`config.mk`:
```
export PLATFORM = sky130hd
export DESIGN_NAME = ued_ctrl
export DESIGN_NICKNAME = d
export VERILOG_FILES = /design/src/include/ued_pkg.sv /design/src/logic/ued_ctrl.sv
export SDC_FILE = /design/constraint.sdc
export NUM_CORES = 1
export LEC_CHECK = 0
export BUFFER_PORTS_ARGS = -buffer_cell sky130_fd_sc_hd__buf_2
export CAP_MARGIN = 10
export CELL_PAD_IN_SITES_DETAIL_PLACEMENT = 0
export CELL_PAD_IN_SITES_GLOBAL_PLACEMENT = 2
export CORE_MARGIN = 1.5
export CORE_UTILIZATION = 40
export DETAILED_ROUTE_END_ITERATION = 10
export PLACE_DENSITY_LB_ADDON = 0.25
export SYNTH_ARGS = -nofsm -noshare
export SYNTH_HDL_FRONTEND = slang
export SYNTH_SLANG_ARGS = --single-unit
```
`constraint.sdc`:
```
create_clock -name i_clock -period 3.95 [get_ports i_clock]
set_input_delay 0.79 -clock i_clock [delete_from_list [all_inputs] [get_ports i_clock]]
set_output_delay 0.79 -clock i_clock [all_outputs]
set_load 0.05 [all_outputs]
```
`src/include/ued_pkg.sv`:
```
// constants for the device endpoint and transaction control block
package ued_pkg;
  // register indices (word addresses on the register port)
  localparam logic [7:0] A_DEV_STAT   = 8'h00;
  localparam logic [7:0] A_SETUP_CTL  = 8'h01;
  localparam logic [7:0] A_EP0_CTL    = 8'h02;
  localparam logic [7:0] A_DESC_ADDR  = 8'h04;
  localparam logic [7:0] A_DESC_LEN   = 8'h05;
  localparam logic [7:0] A_AREA_CLR   = 8'h06;
  localparam logic [7:0] A_DEV_IEN    = 8'h07;
  localparam logic [7:0] A_UCTL       = 8'h08;
  localparam logic [7:0] A_UCTL_LAST  = 8'h0e;
  localparam logic [7:0] A_ECFG       = 8'h11;
  localparam logic [7:0] A_ECFG_LAST  = 8'h15;
  localparam logic [7:0] A_MAXP       = 8'h18;
  localparam logic [7:0] A_MAXP_LAST  = 8'h1d;
  localparam logic [7:0] A_STAT       = 8'h20;
  localparam logic [7:0] A_STAT_LAST  = 8'h25;
  localparam logic [7:0] A_IEN        = 8'h28;
  localparam logic [7:0] A_IEN_LAST   = 8'h2d;
  localparam logic [7:0] A_ALM        = 8'h30;
  localparam logic [7:0] A_ALM_LAST   = 8'h33;
  localparam logic [7:0] A_HIT_IN     = 8'h34;
  localparam logic [7:0] A_HIT_OUT    = 8'h35;
  localparam logic [7:0] A_AST        = 8'h40;
  localparam logic [7:0] A_AST_LAST   = 8'h45;
  localparam logic [7:0] A_AEND       = 8'h48;
  localparam logic [7:0] A_AEND_LAST  = 8'h4d;
  localparam logic [7:0] A_AJOIN      = 8'h50;
  localparam logic [7:0] A_AJOIN_LAST = 8'h55;
  localparam logic [7:0] A_SDATA      = 8'h58;
  localparam logic [7:0] A_SDATA_LAST = 8'h5b;
  // unit control bits
  localparam int UB_NAK = 0, UB_HALT = 1, UB_SHORT = 2, UB_ANAK = 3;
  localparam int UB_TOG = 4, UB_TSET = 5, UB_TCLR = 6, UB_INH = 7;
  // general endpoint configuration bits, id in 3:0
  localparam int CF_DIR = 4, CF_INTMODE = 5, CF_ISO = 6;
  // per endpoint result flags
  localparam int ST_RXSHORT = 0, ST_TXACK = 1, ST_RXACK = 2, ST_TXNAK = 3;
  localparam int ST_RXNAK = 4, ST_TXERR = 5, ST_RXERR = 6, ST_DESC = 7;
  // control endpoint bits
  localparam int C_DIR = 0, C_AUTO = 1;
  // units: 0 control out, 1-5 general, 6 control in
  localparam logic [2:0] UNIT_CIN  = 3'h6;
  localparam logic [2:0] UNIT_NONE = 3'h7;
  localparam logic [2:0] JOIN_NONE = 3'h7;
  // reset values
  localparam logic [10:0] RST_MAXP = 11'h008;
  localparam logic [15:0] RST_ZERO = 16'h0000;
  // token kinds from the packet engine
  localparam logic [1:0] TOK_OUT = 2'h0, TOK_IN = 2'h1, TOK_SETUP = 2'h2, TOK_PING = 2'h3;
  // handshake reply codes
  localparam logic [2:0] RP_NONE = 3'h0, RP_ACK = 3'h1, RP_NAK = 3'h2;
  localparam logic [2:0] RP_STALL = 3'h3, RP_DATA = 3'h4;
  typedef enum logic [1:0] {X_IDLE = 2'b01, X_BUSY = 2'b10} ued_xact_e;
endpackage

```
`src/logic/ued_ctrl.sv`:
```
// endpoint and transaction control for the device port
`timescale 1ns/1ps
// What this block does
// RULE_01: one control plus five general endpoints
// RULE_02: unheld enabled numbers answer NAK, flagged; numbers with their iso bit set get no reply here
// RULE_03: control endpoint shares set; firmware sets direction
// RULE_04: firmware picks control max packet size
// RULE_05: no control transfer before area join
// RULE_06: firmware sizes areas above max packet
// RULE_07: unjoined general endpoints run no transactions
// RULE_08: general endpoint holds direction and number
// RULE_09: firmware picks legal general packet sizes
// RULE_10: firmware sets interrupt toggle mode bit
// RULE_11: firmware sets isochronous bit for isochronous
// RULE_12: alarm enables and iso bits per number
// RULE_13: replies from fifo state, reports each transaction
// RULE_14: auto reply returns programmed bytes and address
// RULE_15: auto reply completion raises its own flag
// RULE_16: setup sets protect; protect blocks nak, halt
// RULE_17: short send enable self clears after send
// RULE_18: toggle readable, set/clear; setup reinitialises
// RULE_19: forced nak answers NAK, including ping
// RULE_20: forced halt answers STALL, including ping
// RULE_21: auto nak sets forced nak after out
// RULE_22: short out sets forced nak unless inhibited; the control out unit never sets it
// RULE_23: separate result flags plus setup flag
// RULE_24: setup stores bytes, acks, rearms control bits
// RULE_25: stall beats nak beats fifo decision
// RULE_26: flags stay until written one, gated
module ued_ctrl (
  input  wire logic          i_clock,
  input  wire logic          i_reset_n,
  input  wire logic [7:0]    i_addr,
  input  wire logic [15:0]   i_wdata,
  input  wire logic          i_wr,
  input  wire logic          i_rd,
  output logic      [15:0]   o_rdata,
  input  wire logic          i_tok_valid,
  input  wire logic [1:0]    i_tok_pid,
  input  wire logic [3:0]    i_tok_ep,
  output logic               o_reply_valid,
  output logic      [2:0]    o_reply_code,
  output logic      [2:0]    o_reply_area,
  output logic               o_reply_auto,
  input  wire logic          i_setup_byte_valid,
  input  wire logic [7:0]    i_setup_byte,
  input  wire logic          i_setup_done,
  input  wire logic          i_xfer_done,
  input  wire logic          i_xfer_error,
  input  wire logic          i_xfer_short,
  input  wire logic          i_desc_done,
  input  wire logic [5:0]    i_area_has_pkt,
  input  wire logic [5:0]    i_area_has_room,
  output logic      [5:0]    o_area_clear,
  output logic      [191:0]  o_area_bounds,
  output logic      [65:0]   o_max_packet,
  output logic      [15:0]   o_auto_reply_addr,
  output logic      [15:0]   o_auto_reply_len,
  output logic               o_irq
);
  logic [6:0]  nak_q, halt_q, short_q, anak_q, tog_q, inh_q;
  logic [6:0]  cfg_q [5];
  logic [10:0] maxp_q [6];
  logic [7:0]  stat_q [6];
  logic [7:0]  ien_q [6];
  logic [15:0] alm_q [4];
  logic [15:0] hit_in_q, hit_out_q;
  logic [15:0] ast_q [6];
  logic [15:0] aend_q [6];
  logic [2:0]  join_q [6];
  logic [7:0]  sbuf_q [8];
  logic [2:0]  sidx_q;
  logic        setup_flag_q, protect_q;
  logic [1:0]  ep0_ctl_q, dev_ien_q;
  logic [15:0] desc_addr_q, desc_len_q;
  logic [5:0]  aclr_q;
  logic [15:0] rdata_q;
  ued_pkg::ued_xact_e xs_q;
  logic [2:0]  cur_u_q, cur_ep_q;
  logic        cur_in_q;
  logic [2:0]  unit_c, ep_c, area_c, code_c;
  logic        is_in_c, alarm_c;
  logic [2:0]  wu;
  logic        wr_unit, rx_short_c;

  // control in unit shares the control endpoint's status and area
  function automatic logic [2:0] ep_of(input logic [2:0] u);
    return (u == ued_pkg::UNIT_CIN) ? 3'h0 : u;
  endfunction

  function automatic logic in_rng(input logic [7:0] a, input logic [7:0] lo,
                                  input logic [7:0] hi);
    return (a >= lo) && (a <= hi);
  endfunction

  // endpoint lookup, area lookup and reply choice for a token
  always_comb begin
    is_in_c = (i_tok_pid == ued_pkg::TOK_IN);
    unit_c  = ued_pkg::UNIT_NONE;
    if (i_tok_ep == 4'h0) begin
      unit_c = is_in_c ? ued_pkg::UNIT_CIN : 3'h0;
    end else begin
      for (int g = 0; g < 5; g++) begin
        if (unit_c == ued_pkg::UNIT_NONE && cfg_q[g][3:0] == i_tok_ep &&
            cfg_q[g][ued_pkg::CF_DIR] == is_in_c) begin
          unit_c = 3'(g + 1); // RULE_08
        end
      end
    end
    ep_c   = ep_of(unit_c);
    area_c = ued_pkg::JOIN_NONE;
    for (int a = 0; a < 6; a++) begin
      if (unit_c != ued_pkg::UNIT_NONE && join_q[a] == ep_c) begin
        area_c = 3'(a);
      end
    end
    alarm_c = 1'b0;
    code_c  = ued_pkg::RP_NONE;
    if (i_tok_pid == ued_pkg::TOK_SETUP) begin
      code_c = (i_tok_ep == 4'h0) ? ued_pkg::RP_ACK : ued_pkg::RP_NONE; // RULE_24
    end else if (unit_c == ued_pkg::UNIT_NONE) begin
      alarm_c = is_in_c ? alm_q[0][i_tok_ep] : alm_q[1][i_tok_ep]; // RULE_02
      if (alarm_c && !(is_in_c ? alm_q[2][i_tok_ep] : alm_q[3][i_tok_ep])) begin
        code_c = ued_pkg::RP_NAK; // RULE_12
      end
    end else if (area_c == ued_pkg::JOIN_NONE) begin
      code_c = ued_pkg::RP_NONE; // RULE_05 RULE_07
    end else if (halt_q[unit_c]) begin
      code_c = ued_pkg::RP_STALL; // RULE_20 RULE_25
    end else if (nak_q[unit_c]) begin
      code_c = ued_pkg::RP_NAK; // RULE_19 RULE_25
    end else if (ep_c == 3'h0 && ep0_ctl_q[ued_pkg::C_DIR] != is_in_c) begin
      code_c = ued_pkg::RP_NAK; // RULE_03
    end else if (is_in_c) begin
      if (i_area_has_pkt[area_c] || short_q[unit_c] ||
          (unit_c == ued_pkg::UNIT_CIN && ep0_ctl_q[ued_pkg::C_AUTO])) begin
        code_c = ued_pkg::RP_DATA; // RULE_13 RULE_14
      end else begin
        code_c = ued_pkg::RP_NAK;
      end
    end else begin
      code_c = i_area_has_room[area_c] ? ued_pkg::RP_ACK : ued_pkg::RP_NAK; // RULE_13
    end
  end

  // reply to the packet engine and the transaction in progress
  always_ff @(posedge i_clock or negedge i_reset_n) begin
    if (!i_reset_n) begin
      o_reply_valid <= 1'b0;
      o_reply_code  <= ued_pkg::RP_NONE;
      o_reply_area  <= ued_pkg::JOIN_NONE;
      o_reply_auto  <= 1'b0;
      xs_q          <= ued_pkg::X_IDLE;
      cur_u_q       <= ued_pkg::UNIT_NONE;
      cur_ep_q      <= 3'h0;
      cur_in_q      <= 1'b0;
    end else begin
      o_reply_valid <= i_tok_valid;
      if (i_tok_valid) begin
        o_reply_code <= code_c;
        o_reply_area <= area_c;
        o_reply_auto <= (unit_c == ued_pkg::UNIT_CIN) && ep0_ctl_q[ued_pkg::C_AUTO]; // RULE_14
        cur_u_q      <= unit_c;
        cur_ep_q     <= ep_c;
        cur_in_q     <= is_in_c;
      end
      case (xs_q)
        ued_pkg::X_IDLE: begin
          if (i_tok_valid && i_tok_pid != ued_pkg::TOK_SETUP && i_tok_pid != ued_pkg::TOK_PING &&
              (code_c == ued_pkg::RP_ACK || code_c == ued_pkg::RP_DATA)) begin
            xs_q <= ued_pkg::X_BUSY;
          end
        end
        ued_pkg::X_BUSY: begin
          if (i_xfer_done) begin
            xs_q <= ued_pkg::X_IDLE;
          end
        end
        default: xs_q <= ued_pkg::X_IDLE;
      endcase
    end
  end

  assign wu         = 3'(i_addr - ued_pkg::A_UCTL);
  assign wr_unit    = i_wr && in_rng(i_addr, ued_pkg::A_UCTL, ued_pkg::A_UCTL_LAST);
  assign rx_short_c = (xs_q == ued_pkg::X_BUSY) && i_xfer_done && !i_xfer_error && !cur_in_q &&
                      i_xfer_short;

  // unit control bits: cpu writes, setup rearm and transaction completion
  always_ff @(posedge i_clock or negedge i_reset_n) begin
    if (!i_reset_n) begin
      nak_q   <= 7'h00;
      halt_q  <= 7'h00;
      short_q <= 7'h00;
      anak_q  <= 7'h00;
      tog_q   <= 7'h00;
      inh_q   <= 7'h00;
    end else begin
      if (wr_unit) begin
        if (!(protect_q && (wu == 3'h0 || wu == ued_pkg::UNIT_CIN))) begin
          nak_q[wu]  <= i_wdata[ued_pkg::UB_NAK]; // RULE_16
          halt_q[wu] <= i_wdata[ued_pkg::UB_HALT];
        end
        short_q[wu] <= i_wdata[ued_pkg::UB_SHORT]; // RULE_17
        anak_q[wu]  <= i_wdata[ued_pkg::UB_ANAK];
        inh_q[wu]   <= i_wdata[ued_pkg::UB_INH];
        if (i_wdata[ued_pkg::UB_TSET]) begin
          tog_q[wu] <= 1'b1; // RULE_18
        end else if (i_wdata[ued_pkg::UB_TCLR]) begin
          tog_q[wu] <= 1'b0; // RULE_18
        end
      end
      if (xs_q == ued_pkg::X_BUSY && i_xfer_done && !i_xfer_error) begin
        tog_q[cur_u_q] <= ~tog_q[cur_u_q];
        if (cur_in_q && i_xfer_short) begin
          short_q[cur_u_q] <= 1'b0; // RULE_17
          if (cur_u_q == ued_pkg::UNIT_CIN) begin
            nak_q[cur_u_q] <= 1'b1;
          end
        end
        if (!cur_in_q && anak_q[cur_u_q]) begin
          nak_q[cur_u_q] <= 1'b1; // RULE_21
        end
        if (rx_short_c && cur_u_q != 3'h0 && !inh_q[cur_u_q]) begin
          nak_q[cur_u_q] <= 1'b1; // RULE_22
        end
      end
      if (i_setup_done) begin
        nak_q[0]                  <= 1'b1; // RULE_24
        nak_q[ued_pkg::UNIT_CIN]  <= 1'b1;
        halt_q[0]                 <= 1'b0;
        halt_q[ued_pkg::UNIT_CIN] <= 1'b0;
        tog_q[0]                  <= 1'b1; // RULE_18
        tog_q[ued_pkg::UNIT_CIN]  <= 1'b1;
      end
    end
  end

  // setup packet capture and the protect bit
  always_ff @(posedge i_clock or negedge i_reset_n) begin
    if (!i_reset_n) begin
      sidx_q    <= 3'h0;
      protect_q <= 1'b0;
      for (int i = 0; i < 8; i++) begin
        sbuf_q[i] <= 8'h00;
      end
    end else begin
      if (i_setup_byte_valid) begin
        sbuf_q[sidx_q] <= i_setup_byte; // RULE_24
        sidx_q         <= sidx_q + 3'h1;
      end
      if (i_setup_done) begin
        sidx_q    <= 3'h0;
        protect_q <= 1'b1; // RULE_16
      end else if (i_wr && i_addr == ued_pkg::A_SETUP_CTL && !i_wdata[0]) begin
        protect_q <= 1'b0; // RULE_16
      end
    end
  end

  // sticky result flags: hardware set wins over a write-one clear
  always_ff @(posedge i_clock or negedge i_reset_n) begin
    if (!i_reset_n) begin
      setup_flag_q <= 1'b0;
      hit_in_q     <= ued_pkg::RST_ZERO;
      hit_out_q    <= ued_pkg::RST_ZERO;
      for (int e = 0; e < 6; e++) begin
        stat_q[e] <= 8'h00;
      end
    end else begin
      if (i_wr && in_rng(i_addr, ued_pkg::A_STAT, ued_pkg::A_STAT_LAST)) begin
        stat_q[3'(i_addr - ued_pkg::A_STAT)] <= stat_q[3'(i_addr - ued_pkg::A_STAT)] &
                                                ~i_wdata[7:0]; // RULE_26
      end
      if (i_wr && i_addr == ued_pkg::A_DEV_STAT && i_wdata[0]) begin
        setup_flag_q <= 1'b0;
      end
      if (i_wr && i_addr == ued_pkg::A_HIT_IN) begin
        hit_in_q <= hit_in_q & ~i_wdata;
      end
      if (i_wr && i_addr == ued_pkg::A_HIT_OUT) begin
        hit_out_q <= hit_out_q & ~i_wdata;
      end
      if (i_tok_valid && unit_c != ued_pkg::UNIT_NONE && code_c == ued_pkg::RP_NAK) begin
        stat_q[ep_c][is_in_c ? ued_pkg::ST_TXNAK : ued_pkg::ST_RXNAK] <= 1'b1; // RULE_23
      end
      if (i_tok_valid && unit_c == ued_pkg::UNIT_NONE && alarm_c) begin
        if (is_in_c) begin
          hit_in_q[i_tok_ep] <= 1'b1; // RULE_02
        end else begin
          hit_out_q[i_tok_ep] <= 1'b1; // RULE_02
        end
      end
      if (xs_q == ued_pkg::X_BUSY && i_xfer_done) begin
        if (i_xfer_error) begin
          stat_q[cur_ep_q][cur_in_q ? ued_pkg::ST_TXERR : ued_pkg::ST_RXERR] <= 1'b1; // RULE_23
        end else begin
          stat_q[cur_ep_q][cur_in_q ? ued_pkg::ST_TXACK : ued_pkg::ST_RXACK] <= 1'b1; // RULE_13
        end
        if (rx_short_c) begin
          stat_q[cur_ep_q][ued_pkg::ST_RXSHORT] <= 1'b1; // RULE_23
        end
      end
      if (i_desc_done) begin
        stat_q[0][ued_pkg::ST_DESC] <= 1'b1; // RULE_15
      end
      if (i_setup_done) begin
        setup_flag_q <= 1'b1; // RULE_23
      end
    end
  end

  // configuration registers written by software
  always_ff @(posedge i_clock or negedge i_reset_n) begin
    if (!i_reset_n) begin
      ep0_ctl_q   <= 2'h0;
      dev_ien_q   <= 2'h0;
      desc_addr_q <= ued_pkg::RST_ZERO;
      desc_len_q  <= ued_pkg::RST_ZERO;
      aclr_q      <= 6'h00;
      for (int i = 0; i < 6; i++) begin
        maxp_q[i] <= ued_pkg::RST_MAXP;
        ien_q[i]  <= 8'h00;
        ast_q[i]  <= ued_pkg::RST_ZERO;
        aend_q[i] <= ued_pkg::RST_ZERO;
        join_q[i] <= ued_pkg::JOIN_NONE;
      end
      for (int i = 0; i < 5; i++) begin
        cfg_q[i] <= 7'h00;
      end
      for (int i = 0; i < 4; i++) begin
        alm_q[i] <= ued_pkg::RST_ZERO;
      end
    end else begin
      aclr_q <= 6'h00;
      if (i_wr) begin
        if (i_addr == ued_pkg::A_EP0_CTL) begin
          ep0_ctl_q <= i_wdata[1:0]; // RULE_03 RULE_14
        end else if (i_addr == ued_pkg::A_DEV_IEN) begin
          dev_ien_q <= i_wdata[1:0];
        end else if (i_addr == ued_pkg::A_DESC_ADDR) begin
          desc_addr_q <= i_wdata;
        end else if (i_addr == ued_pkg::A_DESC_LEN) begin
          desc_len_q <= i_wdata;
        end else if (i_addr == ued_pkg::A_AREA_CLR) begin
          aclr_q <= i_wdata[5:0];
        end else if (in_rng(i_addr, ued_pkg::A_ECFG, ued_pkg::A_ECFG_LAST)) begin
          cfg_q[3'(i_addr - ued_pkg::A_ECFG)] <= i_wdata[6:0]; // RULE_01 RULE_08
        end else if (in_rng(i_addr, ued_pkg::A_MAXP, ued_pkg::A_MAXP_LAST)) begin
          maxp_q[3'(i_addr - ued_pkg::A_MAXP)] <= i_wdata[10:0];
        end else if (in_rng(i_addr, ued_pkg::A_IEN, ued_pkg::A_IEN_LAST)) begin
          ien_q[3'(i_addr - ued_pkg::A_IEN)] <= i_wdata[7:0];
        end else if (in_rng(i_addr, ued_pkg::A_ALM, ued_pkg::A_ALM_LAST)) begin
          alm_q[2'(i_addr - ued_pkg::A_ALM)] <= i_wdata & 16'hfffe; // RULE_12
        end else if (in_rng(i_addr, ued_pkg::A_AST, ued_pkg::A_AST_LAST)) begin
          ast_q[3'(i_addr - ued_pkg::A_AST)] <= i_wdata;
        end else if (in_rng(i_addr, ued_pkg::A_AEND, ued_pkg::A_AEND_LAST)) begin
          aend_q[3'(i_addr - ued_pkg::A_AEND)] <= i_wdata;
        end else if (in_rng(i_addr, ued_pkg::A_AJOIN, ued_pkg::A_AJOIN_LAST)) begin
          join_q[3'(i_addr - ued_pkg::A_AJOIN)] <= i_wdata[2:0]; // RULE_05
        end
      end
    end
  end

  // read data one cycle after the strobe, zero for unmapped words
  always_ff @(posedge i_clock or negedge i_reset_n) begin
    if (!i_reset_n) begin
      rdata_q <= ued_pkg::RST_ZERO;
    end else if (i_rd) begin
      rdata_q <= ued_pkg::RST_ZERO;
      if (i_addr == ued_pkg::A_DEV_STAT) begin
        rdata_q <= {15'h0000, setup_flag_q};
      end else if (i_addr == ued_pkg::A_SETUP_CTL) begin
        rdata_q <= {15'h0000, protect_q};
      end else if (i_addr == ued_pkg::A_EP0_CTL) begin
        rdata_q <= {14'h0000, ep0_ctl_q};
      end else if (i_addr == ued_pkg::A_DESC_ADDR) begin
        rdata_q <= desc_addr_q;
      end else if (i_addr == ued_pkg::A_DESC_LEN) begin
        rdata_q <= desc_len_q;
      end else if (i_addr == ued_pkg::A_DEV_IEN) begin
        rdata_q <= {14'h0000, dev_ien_q};
      end else if (in_rng(i_addr, ued_pkg::A_UCTL, ued_pkg::A_UCTL_LAST)) begin
        rdata_q <= {8'h00, inh_q[wu], 2'b00, tog_q[wu], anak_q[wu], short_q[wu],
                    halt_q[wu], nak_q[wu]}; // RULE_18
      end else if (in_rng(i_addr, ued_pkg::A_ECFG, ued_pkg::A_ECFG_LAST)) begin
        rdata_q <= {9'h000, cfg_q[3'(i_addr - ued_pkg::A_ECFG)]};
      end else if (in_rng(i_addr, ued_pkg::A_MAXP, ued_pkg::A_MAXP_LAST)) begin
        rdata_q <= {5'h00, maxp_q[3'(i_addr - ued_pkg::A_MAXP)]};
      end else if (in_rng(i_addr, ued_pkg::A_STAT, ued_pkg::A_STAT_LAST)) begin
        rdata_q <= {8'h00, stat_q[3'(i_addr - ued_pkg::A_STAT)]};
      end else if (in_rng(i_addr, ued_pkg::A_IEN, ued_pkg::A_IEN_LAST)) begin
        rdata_q <= {8'h00, ien_q[3'(i_addr - ued_pkg::A_IEN)]};
      end else if (in_rng(i_addr, ued_pkg::A_ALM, ued_pkg::A_ALM_LAST)) begin
        rdata_q <= alm_q[2'(i_addr - ued_pkg::A_ALM)];
      end else if (i_addr == ued_pkg::A_HIT_IN) begin
        rdata_q <= hit_in_q;
      end else if (i_addr == ued_pkg::A_HIT_OUT) begin
        rdata_q <= hit_out_q;
      end else if (in_rng(i_addr, ued_pkg::A_AST, ued_pkg::A_AST_LAST)) begin
        rdata_q <= ast_q[3'(i_addr - ued_pkg::A_AST)];
      end else if (in_rng(i_addr, ued_pkg::A_AEND, ued_pkg::A_AEND_LAST)) begin
        rdata_q <= aend_q[3'(i_addr - ued_pkg::A_AEND)];
      end else if (in_rng(i_addr, ued_pkg::A_AJOIN, ued_pkg::A_AJOIN_LAST)) begin
        rdata_q <= {13'h0000, join_q[3'(i_addr - ued_pkg::A_AJOIN)]};
      end else if (in_rng(i_addr, ued_pkg::A_SDATA, ued_pkg::A_SDATA_LAST)) begin
        rdata_q <= {sbuf_q[{i_addr[1:0], 1'b1}], sbuf_q[{i_addr[1:0], 1'b0}]};
      end
    end else begin
      rdata_q <= ued_pkg::RST_ZERO;
    end
  end

  // interrupt summary of enabled flags
  always_ff @(posedge i_clock or negedge i_reset_n) begin
    if (!i_reset_n) begin
      o_irq <= 1'b0;
    end else begin
      o_irq <= (setup_flag_q && dev_ien_q[0]) ||
               (dev_ien_q[1] && (|hit_in_q || |hit_out_q)) ||
               |(stat_q[0] & ien_q[0]) || |(stat_q[1] & ien_q[1]) ||
               |(stat_q[2] & ien_q[2]) || |(stat_q[3] & ien_q[3]) ||
               |(stat_q[4] & ien_q[4]) || |(stat_q[5] & ien_q[5]); // RULE_26
    end
  end

  always_comb begin
    for (int i = 0; i < 6; i++) begin
      o_area_bounds[i*32 +: 32] = {aend_q[i], ast_q[i]};
      o_max_packet[i*11 +: 11]  = maxp_q[i];
    end
  end

  assign o_rdata           = rdata_q;
  assign o_area_clear      = aclr_q;
  assign o_auto_reply_addr = desc_addr_q;
  assign o_auto_reply_len  = desc_len_q;
endmodule // ued_ctrl

```
=== Yosys cells after proc, flatten, opt, wreduce, memory -nomap -nowiden ===
Cells that the tools add are included.

* Flip-flop bits (word level): 690
* Bits of input ports: 61
* Output and inout bits: 321

* $add $sub $neg: 10
* $lt $le $gt $ge: 58
* Equality and inequality tests: 47
* Mux-type cells: 226
* Bitwise logic cells: 51
* Reductions and logical operators: 119

{| class="wikitable"
|+ Operators by type and width
! kind !! number
|-
| 16-bit two-way mux || 34
|-
| 48-bit two-way mux || 6
|-
| 96-bit bitwise mux || 2
|-
| 48-bit bitwise OR || 4
|-
| 8-bit demux with 3-bit select || 7
|-
| 7-bit two-way mux || 21
|-
| 64-bit bitwise mux || 2
|-
| 8-bit two-way mux || 14
|-
| 16-bit binary-select mux with 3-bit select || 2
|-
| 8-bit binary-select mux with 3-bit select || 4
|-
| 48-bit bitwise mux || 2
|-
| 16-bit demux with 3-bit select || 2
|-
| 3-bit two-way mux || 32
|-
| 1-bit logical AND || 71
|-
| 66-bit bitwise mux || 1
|-
| 8-bit bitwise AND || 7
|-
| 4-bit >= comparator (second input constant) || 12
|-
| 3-bit NOT with 4-bit output || 12
|-
| 8-bit OR reduction || 6
|-
| 1-bit binary-select mux with 3-bit select || 14
|-
| 7-bit bitwise mux || 6
|-
| 1-bit two-way mux || 41
|-
| 4-bit by 1-bit < comparator with 1-bit output (second input constant) || 10
|-
| 6-bit two-way mux || 6
|-
| 78 further kinds || 193
|}

=== Logic depth before layout (Yosys ltp) ===
Gate-level depths: netlist of run 1.

* Depth after elaboration: 57
* Gate-level depth with buffers: 17

=== Least setup slack after synthesis of run 1 ===
No wires, ideal clock.

* Path type: input to register
* From: input port i_tok_pid[1]
* To: register stat_q[19] (netlist name)
* Library setup time: 103 ps
* Arrival: 4072 ps
* Data required time: 3847 ps
* Path slack: -225 ps
* Cell stages on the path: 14
* Path through: buf_4 > or2b_4 > xnor2_2 > o31ai_4 > buf_4 > nor2_1 > a41o_1 > o21bai_1 > nand3_1 > a21oi_1 > mux4_2 > a211oi_4 > o21ai_4 > o41ai_2

* Cells in the longest elaborated chain, start to end: 56
* Elaborated cells between the ends (all ways): 108
* Classes of those cells: 4 x order compare; 23 x eq/ne; 50 x mux; 5 x bitwise; 26 x reduce/logical

{| class="wikitable"
|+ Ends and longest elaborated chain
! element !! line !! source
|-
| start, declared || ued_ctrl.sv:39 || <nowiki>input wire logic [1:0] i_tok_pid,</nowiki>
|-
| 2-bit by 1-bit == test with 1-bit output || ued_ctrl.sv:98 || <nowiki>is_in_c = (i_tok_pid == ued_pkg::TOK_IN);</nowiki>
|-
| 1-bit == test || ued_ctrl.sv:105 || <nowiki>cfg_q[g][ued_pkg::CF_DIR] == is_in_c) begin</nowiki>
|-
| 1-bit logical AND || ued_ctrl.sv:104 || <nowiki>if (unit_c == ued_pkg::UNIT_NONE && cfg_q[g][3:0] == i_tok_ep &&</nowiki>
|-
| 3-bit two-way mux || ued_ctrl.sv:104 ||
|-
| 3-bit two-way mux || ued_ctrl.sv:100 || <nowiki>if (i_tok_ep == 4'h0) begin</nowiki>
|-
| 3-bit == test || ued_ctrl.sv:104 ||
|-
| 1-bit logical AND (2 in a row) || ued_ctrl.sv:104 ||
|-
| 3-bit two-way mux || ued_ctrl.sv:104 ||
|-
| (+39 left out) || - ||
|-
| 1-bit logical AND || ued_ctrl.sv:284 || <nowiki>if (i_tok_valid && unit_c != ued_pkg::UNIT_NONE && code_c == ued_pkg::RP_NAK) begin</nowiki>
|-
| 48-bit two-way mux (*) || ued_ctrl.sv:284 ||
|-
| 48-bit bitwise OR (no line) || - ||
|-
| 48-bit two-way mux || ued_ctrl.sv:295 || <nowiki>if (i_xfer_error) begin</nowiki>
|-
| 48-bit two-way mux || ued_ctrl.sv:294 || <nowiki>if (xs_q == ued_pkg::X_BUSY && i_xfer_done) begin</nowiki>
|-
| 48-bit bitwise OR (no line) || - ||
|-
| 48-bit two-way mux || ued_ctrl.sv:300 || <nowiki>if (rx_short_c) begin</nowiki>
|-
| 48-bit two-way mux (*) || ued_ctrl.sv:294 ||
|-
| end signal, assigned by index || ued_ctrl.sv:272 || <nowiki>stat_q[3'(i_addr - ued_pkg::A_STAT)] <= stat_q[3'(i_addr - ued_pkg::A_STAT)] &</nowiki>
|-
| end, declared || ued_ctrl.sv:64 || <nowiki>logic [7:0] stat_q [6];</nowiki>
|}

Mark *: on every way between the ends. The rest lies on a longest branch, timed or not. The select of a mux whose other input is x is not followed.
A chain may end at the register's enable or synchronous reset.

=== Final worst setup path of run 1 ===
* From: register cfg_q[9] (netlist name)
* To: register o_reply_code[0]

* Cells in the longest elaborated chain, start to end: 30
* Elaborated cells between the ends (all ways): 49
* Classes of those cells: 12 x eq/ne; 25 x mux; 12 x reduce/logical

{| class="wikitable"
|+ Ends and longest elaborated chain
! element !! line !! source
|-
| start, declared || ued_ctrl.sv:62 || <nowiki>logic [6:0] cfg_q [5];</nowiki>
|-
| start signal, assigned by index || ued_ctrl.sv:348 || <nowiki>cfg_q[3'(i_addr - ued_pkg::A_ECFG)] <= i_wdata[6:0];</nowiki>
|-
| 4-bit == test (*) || ued_ctrl.sv:104 ||
|-
| 1-bit logical AND (*) (2 in a row) || ued_ctrl.sv:104 ||
|-
| 3-bit two-way mux (*) || ued_ctrl.sv:104 ||
|-
| 3-bit two-way mux (*) || ued_ctrl.sv:100 ||
|-
| 3-bit == test || ued_ctrl.sv:104 ||
|-
| 1-bit logical AND (2 in a row) || ued_ctrl.sv:104 ||
|-
| 3-bit two-way mux (*) || ued_ctrl.sv:104 ||
|-
| 3-bit two-way mux (*) || ued_ctrl.sv:100 ||
|-
| (+12 left out) || - ||
|-
| 2-bit two-way mux || ued_ctrl.sv:142 || <nowiki>code_c = i_area_has_room[area_c] ? ued_pkg::RP_ACK : ued_pkg::RP_NAK;</nowiki>
|-
| 3-bit two-way mux || ued_ctrl.sv:134 || <nowiki>end else if (is_in_c) begin</nowiki>
|-
| 3-bit two-way mux || ued_ctrl.sv:132 || <nowiki>end else if (ep_c == 3'h0 && ep0_ctl_q[ued_pkg::C_DIR] != is_in_c) begin</nowiki>
|-
| 3-bit two-way mux || ued_ctrl.sv:130 || <nowiki>end else if (nak_q[unit_c]) begin</nowiki>
|-
| 3-bit two-way mux || ued_ctrl.sv:128 || <nowiki>end else if (halt_q[unit_c]) begin</nowiki>
|-
| 3-bit two-way mux || ued_ctrl.sv:126 || <nowiki>end else if (area_c == ued_pkg::JOIN_NONE) begin</nowiki>
|-
| 3-bit two-way mux (*) || ued_ctrl.sv:121 || <nowiki>end else if (unit_c == ued_pkg::UNIT_NONE) begin</nowiki>
|-
| 3-bit two-way mux (*) || ued_ctrl.sv:119 || <nowiki>if (i_tok_pid == ued_pkg::TOK_SETUP) begin</nowiki>
|-
| end signal, assigned || ued_ctrl.sv:150 || <nowiki>o_reply_code <= ued_pkg::RP_NONE;</nowiki>
|-
| end signal, assigned || ued_ctrl.sv:160 || <nowiki>o_reply_code <= code_c;</nowiki>
|-
| end, declared || ued_ctrl.sv:42 || <nowiki>output logic [2:0] o_reply_code,</nowiki>
|}

Marks and branches as above.

==> results of run 1 <==
-- critical path, stage by stage (launching register included) --
cell      delay, ps
dfrtp_1         440
xor2_1          180
nor4_2          280
buf_4           170
o211ai_1        200
a21oi_4         330
xnor2_1         210
o21bai_1        200
nand3_1         130
a21oi_2         220
mux4_2          590
a211oi_4        340
o21ai_4         160
mux2_4          280
-- cells in the mapped netlist (all sizes together), types with 8 or more instances --
library cell  number
clkbuf           175
buf               46
nor2             123
o221ai            49
nor4              19
nor2b             16
o22ai            100
or3               10
nand4             18
inv               28
xnor2             21
mux2             541
o31ai             12
a31oi             25
and2              19
dfstp             31
nand2b            25
a21oi             71
nand2            216
dfrtp            655
xor2              14
a22o              44
o21ai            147
mux4              54
a2111oi            8
a221oi            28
nor3              69
a22oi             49
nor3b              8
o211ai            10
and3              15
mux2i             80
nand3             65
-- sequential cells by signal (all words and copies together) (netlist names), 6 cells and up --
name,count
alm_q,60
hit_out_q,16
tog_q,7
o_area_bounds,192
stat_q,48
short_q,7
inh_q,7
o_auto_reply_addr,16
cfg_q,35
anak_q,7
halt_q,7
o_area_clear,6
nak_q,7
join_q,18
sbuf_q,64
hit_in_q,16
o_rdata,16
ien_q,48
o_auto_reply_len,16
o_max_packet,66
-- metrics by stage --
step | instance area, um2 | utilization (%)
6_report | 41700 | 49.75
5_1_grt | 41690 | 49.74
4_1_cts | 41530 | 49.54
3_5_place_dp | 38820 | 46.32
3_3_place_gp | 38820 | 46.32
2_1_floorplan | 33930 | -
-- metal layers --
layer  track usage, %  vias up
met1            41.55    14780
met5                0        -
li1                 -    11910
met2            52.72     1191
met4            12.97        2
met3            4.245      274
-- final timing paths --
| check | start | end | slack, ps | cells after the start |
|---|---|---|---|---|
| min in group i_clock | i_desc_done | stat_q[47] | 330 | 2 |
| min reg2reg | protect_q | protect_q | 500 | 1 |
| max in group asynchronous | i_reset_n | o_max_packet[41] | 2660 | 2 |
| max reg2reg | cfg_q[9] | o_reply_code[0] | 120 | 13 |
| max | cfg_q[9] | o_reply_code[0] | 120 | 13 |
| min | i_reset_n | o_reply_valid | 210 | 1 |
-- where the power goes --
part / switching [mW] / internal (mW)
sequential: 0.314 / 7.41
clock: 3.19 / 4.48
combinational: 1.57 / 0.836
-- cell type report --
| class | instances | share of cell area [%] |
|---|---|---|
| Multi-Input combinational cell | 1955 | 38.00 |
| Inverter | 29 | 0.2610 |
| Sequential cell | 686 | 41.26 |
| Clock buffer | 105 | 5.260 |
| Tap cell | 1134 | 3.403 |
| Antenna cell | 5 | 0.03000 |
| Timing Repair Buffer | 671 | 10.56 |
| Clock inverter | 36 | 1.224 |
-- kinds of logic after synthesis --
logic type / synth area share, %
AOI/OAI and AO/OA: 12.16
muxes: 23.92
and+or+nand+nor: 9.091
buffers and inverters: 2.905
DFF: 50.75
adders and majority gates: 0.2215
xor gates and xnor gates: 0.9486
-- what timing repair did --
item	4_1_cts	5_1_grt
buffers inserted	0	6
gates cloned	0	1
gates resized for setup	1	24
endpoints found under the setup margin	4	16
pin swaps	0	10
==> flow_metrics.py, run 1 <==
metrics = {
    "logic_synthesis": {
        "yosys-top-cells-area": "dfrtp_1 (48%), mux2_2 (18%), mux4_2 (3.6%)",
        "synth_edf_count": 0,
        "yosysWarnings": 0,
        "synth-seq-cells": 686,
        "synthCells": 2890,
        "ys.flop_type": "dfrtp_1",
        "yosysTopAreaCell": "dfrtp_1",
        "avgSynthCellArea_um2": 11.73,
        "syn_nets": 2957,
        "ys_seq_area_share_pct": 50.75,
        "synth_top_area_share_pct": 48.35,
        "syn_area_mm2": 0.03390,
        "async_flop_share_pct": 100.0,
        "synth_cell_types": 80,
    },
    "sta": {
        "max-slew-margin-rel_pct": 20.61,
        "rsz0062_at_grt": "yes",
        "holdWs_ps": 209.2,
        "hold_violations": 0,
        "final_max_slew_viol_count": 0,
        "setup_ws_ps": 123.2,
        "finalCritPeriodShare_pct": 96.88,
        "max_freq_mhz": 261.3,
        "tightest_slew_ps": 1191,
        "finClkSkew_ps": 40.53,
        "post-route-min-period_ps": 3827,
        "setup-tns-final_ps": 0,
        "final-setup-viol-count": 0,
    },
    "finish": {
        "instances_no_fill": 4621,
        "multi_input_area_mm2": 0.01585,
        "area_delta_synth_final_pct": 23.01,
        "fillCellCount": 7653,
        "drive_gt1_share_pct": 42.53,
        "final_common_cell": "dfrtp_1",
        "final_nets": 3487,
        "ff_latch_area_mm2": 0.01721,
        "final_cell_mix": "dfrtp_1 (654), mux2_2 (540), buf_2 (377), buf_4 (265), nand2_1 (213)",
    },
    "setup_path": {
        "critPathArrivalTime_ps": 4360,
        "cp-start-kind": "flop",
        "worstSetupEndpointType": "flop",
        "path_class": "flop to flop",
        "cp_max_fo": 10,
        "cp_data_required_time_ps": 4480,
    },
    "power_and_ir_drop": {
        "p_leak_nw": 20.17,
        "total_power_mw": 17.79,
        "power_density_mw_per_mm2": 426.6,
        "ir_worst_vdd_v": 0.0004978,
    },
    "global_route": {
        "grt_usage_pct": 31.66,
        "grt_antenna_before_repair": 7,
        "grt_pass1_wl_um": 200900,
        "overflow": 0,
        "grt_max_degree": 90,
        "grt_pass1_vias": 28320,
    },
    "floorplan": {
        "die_x_um": 294.1,
        "initial_core_util_pct": 40.44,
        "row_count": 106,
        "core_mm2": 0.08382,
        "die_area_mm2": 0.08650,
        "ioPinCount": 382,
        "die-height_um": 294.1,
    },
    "place": {
        "dpl.cell_count": 4467,
        "portBuffers": 381,
        "dp_hpwl_um": 101600,
        "finalWeightedCongestion": 0.9488,
        "pre_cts_ws_ps": -588.9,
    },
    "worst_hold_path": {
        "worstHoldPathType": "input port to async pin",
    },
    "route": {
        "wl_met2_um": 67740,
        "wl_per_cell_um": 30.07,
        "first_pass_iters": 6,
        "wl_met1_um": 56770,
        "met3_length_um": 8439,
        "final_antenna_net_count": 0,
        "vias_per_cell": 6.092,
        "dr.max_layer_used": "met5",
        "drt_iter0_drc": 2453,
        "vias": 28150,
        "drc": 0,
        "wl_um": 138900,
    },
    "cts": {
        "path_clk_slew_ps": 60,
        "cts.sinks": 686,
        "tritoncts": "yes",
        "clockBufferDepth": 3,
        "clkLatencyLatePin_ps": 660,
        "htree_levels": 3,
        "cts_buffers": 77,
        "cts-root-buf": "clkbuf_16",
        "cts_hold_buf": 0,
    },
    "run_status": {
        "outcome": "complete, no violations",
    },
    "run": {
        "drv_cap": 0,
    },
}
Power figures use the tool's default switching activity.
==> run 2: changes to the inputs <==
Settings changed: BUFFER_PORTS_ARGS -buffer_cell sky130_fd_sc_hd__buf_2 to -buffer_cell sky130_fd_sc_hd__buf_4.
==> flow_metrics.py, run 2 (same netlist as run 1, synthesis figures left out) <==
metrics = {
    "run_status": {
        "outcome": "complete, no violations",
    },
    "sta": {
        "max-slew-margin-rel_pct": 15.72,
        "finalCritPeriodShare_pct": 96.77,
        "finClkSkew_ps": 36.96,
        "final-setup-viol-count": 0,
        "hold_violations": 0,
        "tightest_slew_ps": 1247,
        "setup-tns-final_ps": 0,
        "holdWs_ps": 59.10,
        "final_max_slew_viol_count": 0,
        "post-route-min-period_ps": 3822,
        "setup_ws_ps": 127.5,
        "max_freq_mhz": 261.6,
    },
    "global_route": {
        "grt_pass1_vias": 28720,
        "grt_max_degree": 83,
        "grt_usage_pct": 31.47,
        "overflow": 0,
        "grt_antenna_before_repair": 4,
        "grt_pass1_wl_um": 200500,
    },
    "floorplan": {
        "ioPinCount": 382,
        "core_mm2": 0.08382,
        "initial_core_util_pct": 40.44,
        "die_area_mm2": 0.08650,
        "die_x_um": 294.1,
        "die-height_um": 294.1,
        "row_count": 106,
    },
    "setup_path": {
        "critPathArrivalTime_ps": 4330,
        "path_buf_inv": 6,
        "cp_data_required_time_ps": 4460,
        "worstPathCellList": "xor2_2, nor4_4, buf_4, a22o_4, buf_4, buf_4, nand4_1, nand4b_1, a311o_1, o31ai_2, buf_4, or3b_2, a211oi_4, buf_4, a211oi_4, buf_4, o211ai_1, o21ai_0",
        "path_class": "flop to flop",
        "cp_common_cell": "buf_4",
        "cp-start-kind": "flop",
        "cp_max_fo": 6,
        "max_stage_delay_ps": 470,
        "crit_family": "simple AND/OR/NAND/NOR gates",
        "cp_slowest_cell": "or3b_2",
        "worstSetupEndpointType": "flop",
    },
    "place": {
        "pre_cts_ws_ps": -488.6,
        "portBuffers": 381,
        "dp_hpwl_um": 99520,
        "finalWeightedCongestion": 0.9515,
    },
    "cts": {
        "clkLatencyLatePin_ps": 650,
        "cts_buffers": 79,
        "cts-root-buf": "clkbuf_16",
        "tritoncts": "yes",
        "cts.sinks": 686,
        "clockBufferDepth": 3,
        "path_clk_slew_ps": 60,
        "cts_hold_buf": 0,
        "htree_levels": 3,
    },
    "power_and_ir_drop": {
        "seqPwrFrac_pct": 43.5,
        "comb_power_share_pct": 13.8,
        "p_leak_nw": 20.24,
        "power_density_mw_per_mm2": 416.8,
        "ir_worst_vdd_v": 0.0003372,
        "p_int_mw": 12.75,
        "p_sw_mw": 5.053,
        "clkPwrFrac_pct": 42.7,
        "swShare_pct": 28.38,
    },
    "finish": {
        "fillCellCount": 7613,
        "utilization_pct": 50.97,
        "drive_gt1_share_pct": 42.51,
        "final_common_cell": "dfrtp_1",
        "final_cell_mix": "dfrtp_1 (653), buf_4 (623), mux2_2 (540), nand2_1 (216), o21ai_0 (146)",
        "area_delta_synth_final_pct": 26.02,
        "final_nets": 3476,
        "largest_register_ffs": 192,
    },
    "run": {
        "drv_cap": 0,
    },
    "route": {
        "final_antenna_net_count": 0,
        "first_pass_iters": 6,
        "wl_um": 137800,
        "vias_per_cell": 6.058,
        "vias": 27910,
        "drc": 0,
        "wl_per_cell_um": 29.92,
        "drt_iter0_drc": 2618,
    },
    "worst_hold_path": {
        "worstHoldPathType": "input port to async pin",
    },
}
-- run 2: cell count changes in the layout (fill, tap and decap cells not counted), sizes merged, moves of 3 or more --
cell / before / now
buf: 670 / 659
clkbuf: 106 / 117
clkinvlp: 8 / 2
bufinv: 8 / 3
diode: 5 / 1
clkinv: 18 / 21
-- run 2: routing by layer --
layer  part of all wire (%)  up-vias  track usage, %
met1                     40    14600           40.34
met4                    4.3        0           13.04
met5                      0        -               0
met3                    6.4      285           5.340
li1                       -    11870               -
met2                     49     1150           52.62
-- run 2: timing repair --
action	4_1_cts	5_1_grt
resized for setup	0	27
endpoints found under the setup margin	0	16
setup buffers	0	9
-- run 2: final timing paths --
path / start / end / slack, ps / cells past startpoint
worst max register to register: cfg_q[10] / stat_q[36] / 130 / 18
worst min register to register: o_reply_area[1] / o_reply_area[1] / 490 / 2
max in group asynchronous: i_reset_n / o_max_packet[36] / 2680 / 2
worst min-delay path: i_reset_n / o_reply_valid / 60 / 1
worst max-delay path: cfg_q[10] / stat_q[36] / 130 / 18
min in group i_clock: i_desc_done / stat_q[47] / 370 / 2
-- run 2: worst reg2reg max path, delay by kind of cell (launching register included) --
kind                   cells  cell delay (ps)
AND/OR/NAND/NOR            4             1080
AO/OA/AOI/OAI              7             1080
buffers and inverters      6              890
flip-flops                 1              440
XOR/XNOR                   1              170
-- run 2: layout make-up --
cell class | count | area [um2] | area share [%]
antenna | 1 | 2.502 | 0.005858
clock inverter | 27 | 321.6 | 0.7527
multi-input combinational | 1954 | 15890 | 37.20
inverter | 29 | 108.9 | 0.2548
tap | 1134 | 1419 | 3.321
clock buffer | 117 | 2392 | 5.600
sequential | 686 | 17210 | 40.28
timing repair buffer | 659 | 5375 | 12.58
-- run 2: through the flow --
step | cells | total power, mW | area, um2
after detailed placement | 4453 | 10.29 | 39790
after global routing | 4606 | 18.39 | 42720
after CTS | 4597 | 17.90 | 42500
final | 4607 | 17.80 | 42720
after floorplan | 2890 | 9.149 | 33930
after global placement | 4453 | 10.23 | 39790
-- run 2: power groups by stage --
stage	Clock (mW)	Sequential (mW)	Combinational (mW)
6_report	7.60	7.74	2.46
2_1_floorplan	0	8.15	1.00
5_1_grt	8.02	7.78	2.60
4_1_cts	7.73	7.73	2.44
3_3_place_gp	0	7.83	2.40
3_5_place_dp	0	7.85	2.44
==> run 3: changes to the inputs <==
Settings changed: CORE_UTILIZATION 40 to 36, GPL_TIMING_DRIVEN set to 0, REMOVE_ABC_BUFFERS set to 1.
Clock period 3.95 ns to 3.44 ns, I/O delays scaled along.
==> flow_metrics.py, run 3 (same netlist as run 1, synthesis figures left out) <==
metrics = {
    "run_status": {
        "violations": "negative setup slack",
        "outcome": "complete, but fails checks",
    },
    "finish": {
        "area_delta_synth_final_pct": 25.32,
        "final_cell_area_mm2": 0.04248,
        "final_common_cell": "dfrtp_1",
        "fillCellCount": 8584,
        "utilization_pct": 45.52,
        "instances_no_fill": 4551,
        "largest_register_ffs": 192,
        "final_cell_mix": "dfrtp_1 (655), mux2_2 (540), buf_4 (427), nand2_1 (194), o21ai_0 (135)",
        "final_nets": 3299,
        "drive_gt1_share_pct": 42.32,
    },
    "sta": {
        "max_freq_mhz": 252.0,
        "holdWs_ps": 125.5,
        "max-slew-margin-rel_pct": 26.71,
        "final-setup-viol-count": 21,
        "finClkSkew_ps": 20.10,
        "rsz0062_at_grt": "yes",
        "tightest_slew_ps": 1099,
        "hold_violations": 0,
        "finalCritPeriodShare_pct": 115.4,
        "setup_ws_ps": -528.3,
        "final_max_slew_viol_count": 0,
        "setup-tns-final_ps": -7341,
        "post-route-min-period_ps": 3968,
    },
    "setup_path": {
        "max_stage_delay_ps": 410,
        "cp-start-kind": "flop",
        "cp_common_cell": "buf_4",
        "cp_slowest_cell": "dfrtp_1",
        "path_buf_inv": 4,
        "path_class": "flop to flop",
        "crit_family": "compound AO/OA/AOI/OAI gates",
        "cp_data_required_time_ps": 3960,
        "worstPathCellList": "xor2_1, nor4_2, buf_4, a22o_4, nand4_1, buf_4, buf_4, a21oi_1, nor2_1, o31ai_4, nand2b_4, mux4_2, a211oi_4, buf_6, o21ai_4, mux2_4",
        "critPathArrivalTime_ps": 4490,
        "worstSetupEndpointType": "flop",
        "cp_max_fo": 9,
    },
    "route": {
        "final_antenna_net_count": 0,
        "drt_iter0_drc": 2502,
        "vias": 27410,
        "vias_per_cell": 6.022,
        "wl_um": 141400,
        "wl_per_cell_um": 31.08,
        "drc": 0,
        "first_pass_iters": 6,
    },
    "floorplan": {
        "die_x_um": 309.9,
        "die-height_um": 309.9,
        "row_count": 112,
        "core_mm2": 0.09333,
        "die_area_mm2": 0.09601,
        "ioPinCount": 382,
        "initial_core_util_pct": 36.32,
    },
    "cts": {
        "clockBufferDepth": 3,
        "tritoncts": "yes",
        "cts.sinks": 686,
        "cts_hold_buf": 0,
        "cts_buffers": 79,
        "path_clk_slew_ps": 60,
        "cts-root-buf": "clkbuf_16",
        "htree_levels": 3,
        "clkLatencyLatePin_ps": 660,
    },
    "global_route": {
        "grt_pass1_wl_um": 202700,
        "grt_max_degree": 116,
        "grt_usage_pct": 29.13,
        "grt_antenna_before_repair": 4,
        "grt_pass1_vias": 27610,
        "overflow": 0,
    },
    "place": {
        "dpl.cell_count": 4334,
        "pre_cts_ws_ps": -3468,
        "portBuffers": 381,
        "finalWeightedCongestion": 0.8987,
        "dpl_cell_area_mm2": 0.03810,
        "dp_hpwl_um": 93290,
    },
    "run": {
        "drv_cap": 0,
    },
    "power_and_ir_drop": {
        "ir_worst_vdd_v": 0.0003624,
        "power_density_mw_per_mm2": 489.2,
        "total_power_mw": 20.78,
        "p_leak_nw": 19.72,
    },
    "worst_hold_path": {
        "worstHoldPathType": "input port to async pin",
    },
}
==> run 3: cell count changes in the layout (fill, tap and decap cells not counted), sizes merged, moves of 2 or more <==
| cell | delta |
|---|---|
| buf | -188 |
| bufbuf | +5 |
| diode | +2 |
| bufinv | +7 |
| clkbuf | -2 |
| clkinv | -5 |
==> run 3: worst reg2reg max path, cell delays in order (launching register included) <==
cell,delay [ps]
dfrtp_1,410
xor2_1,160
nor4_2,330
buf_4,180
a22o_4,230
nand4_1,200
buf_4,200
buf_4,120
a21oi_1,130
nor2_1,90
o31ai_4,330
nand2b_4,230
mux4_2,400
a211oi_4,280
buf_6,160
o21ai_4,110
mux2_4,290
==> run 3: per-layer routing <==
layer  track usage [%]  wire length, um  up-vias
met5                 0               37        -
met4             12.01             5617        6
met3             5.731             9906      254
met2             46.12            66370     1192
met1             39.03            59490    14440
li1                  -                -    11520
==> run 3: worst paths after layout <==
kind,startpoint,to,slack [ps],cells past startpoint
min in group i_clock,i_desc_done,stat_q[47],220,2
worst min-delay path,i_reset_n,o_area_bounds[119],130,1
worst min register to register,o_reply_area[1],o_reply_area[1],490,2
max in group asynchronous,i_reset_n,o_max_packet[14],1300,4
worst max-delay path,cfg_q[0],o_reply_code[0],-530,16
worst max register to register,cfg_q[0],o_reply_code[0],-530,16
==> run 3: cell type report <==
cell class / instances / area (um2) / share of cell area, %
Antenna cell: 3 / 7.507 / 0.01767
Sequential cell: 686 / 17210 / 40.50
Clock buffer: 114 / 2281 / 5.369
Clock inverter: 29 / 460.4 / 1.084
Inverter: 29 / 117.6 / 0.2768
Tap cell: 1254 / 1569 / 3.693
Timing Repair Buffer: 477 / 4189 / 9.860
Multi-Input combinational cell: 1959 / 16650 / 39.20
==> run 3: where the power goes <==
group	switching [mW]	internal, mW	leakage [nW]	total [mW]
Combinational	1.91	1.03	9.10	2.94
Sequential	0.343	8.51	9.27	8.85
Clock	3.61	5.38	1.34	9.00
Total	5.87	14.9	19.7	20.8
==> run 3: what timing repair did <==
item	in CTS	in global routing
cloned	10	1
endpoints found under the setup margin	562	407
gates resized for setup	162	36
pin swaps	42	19
buffers inserted	49	11
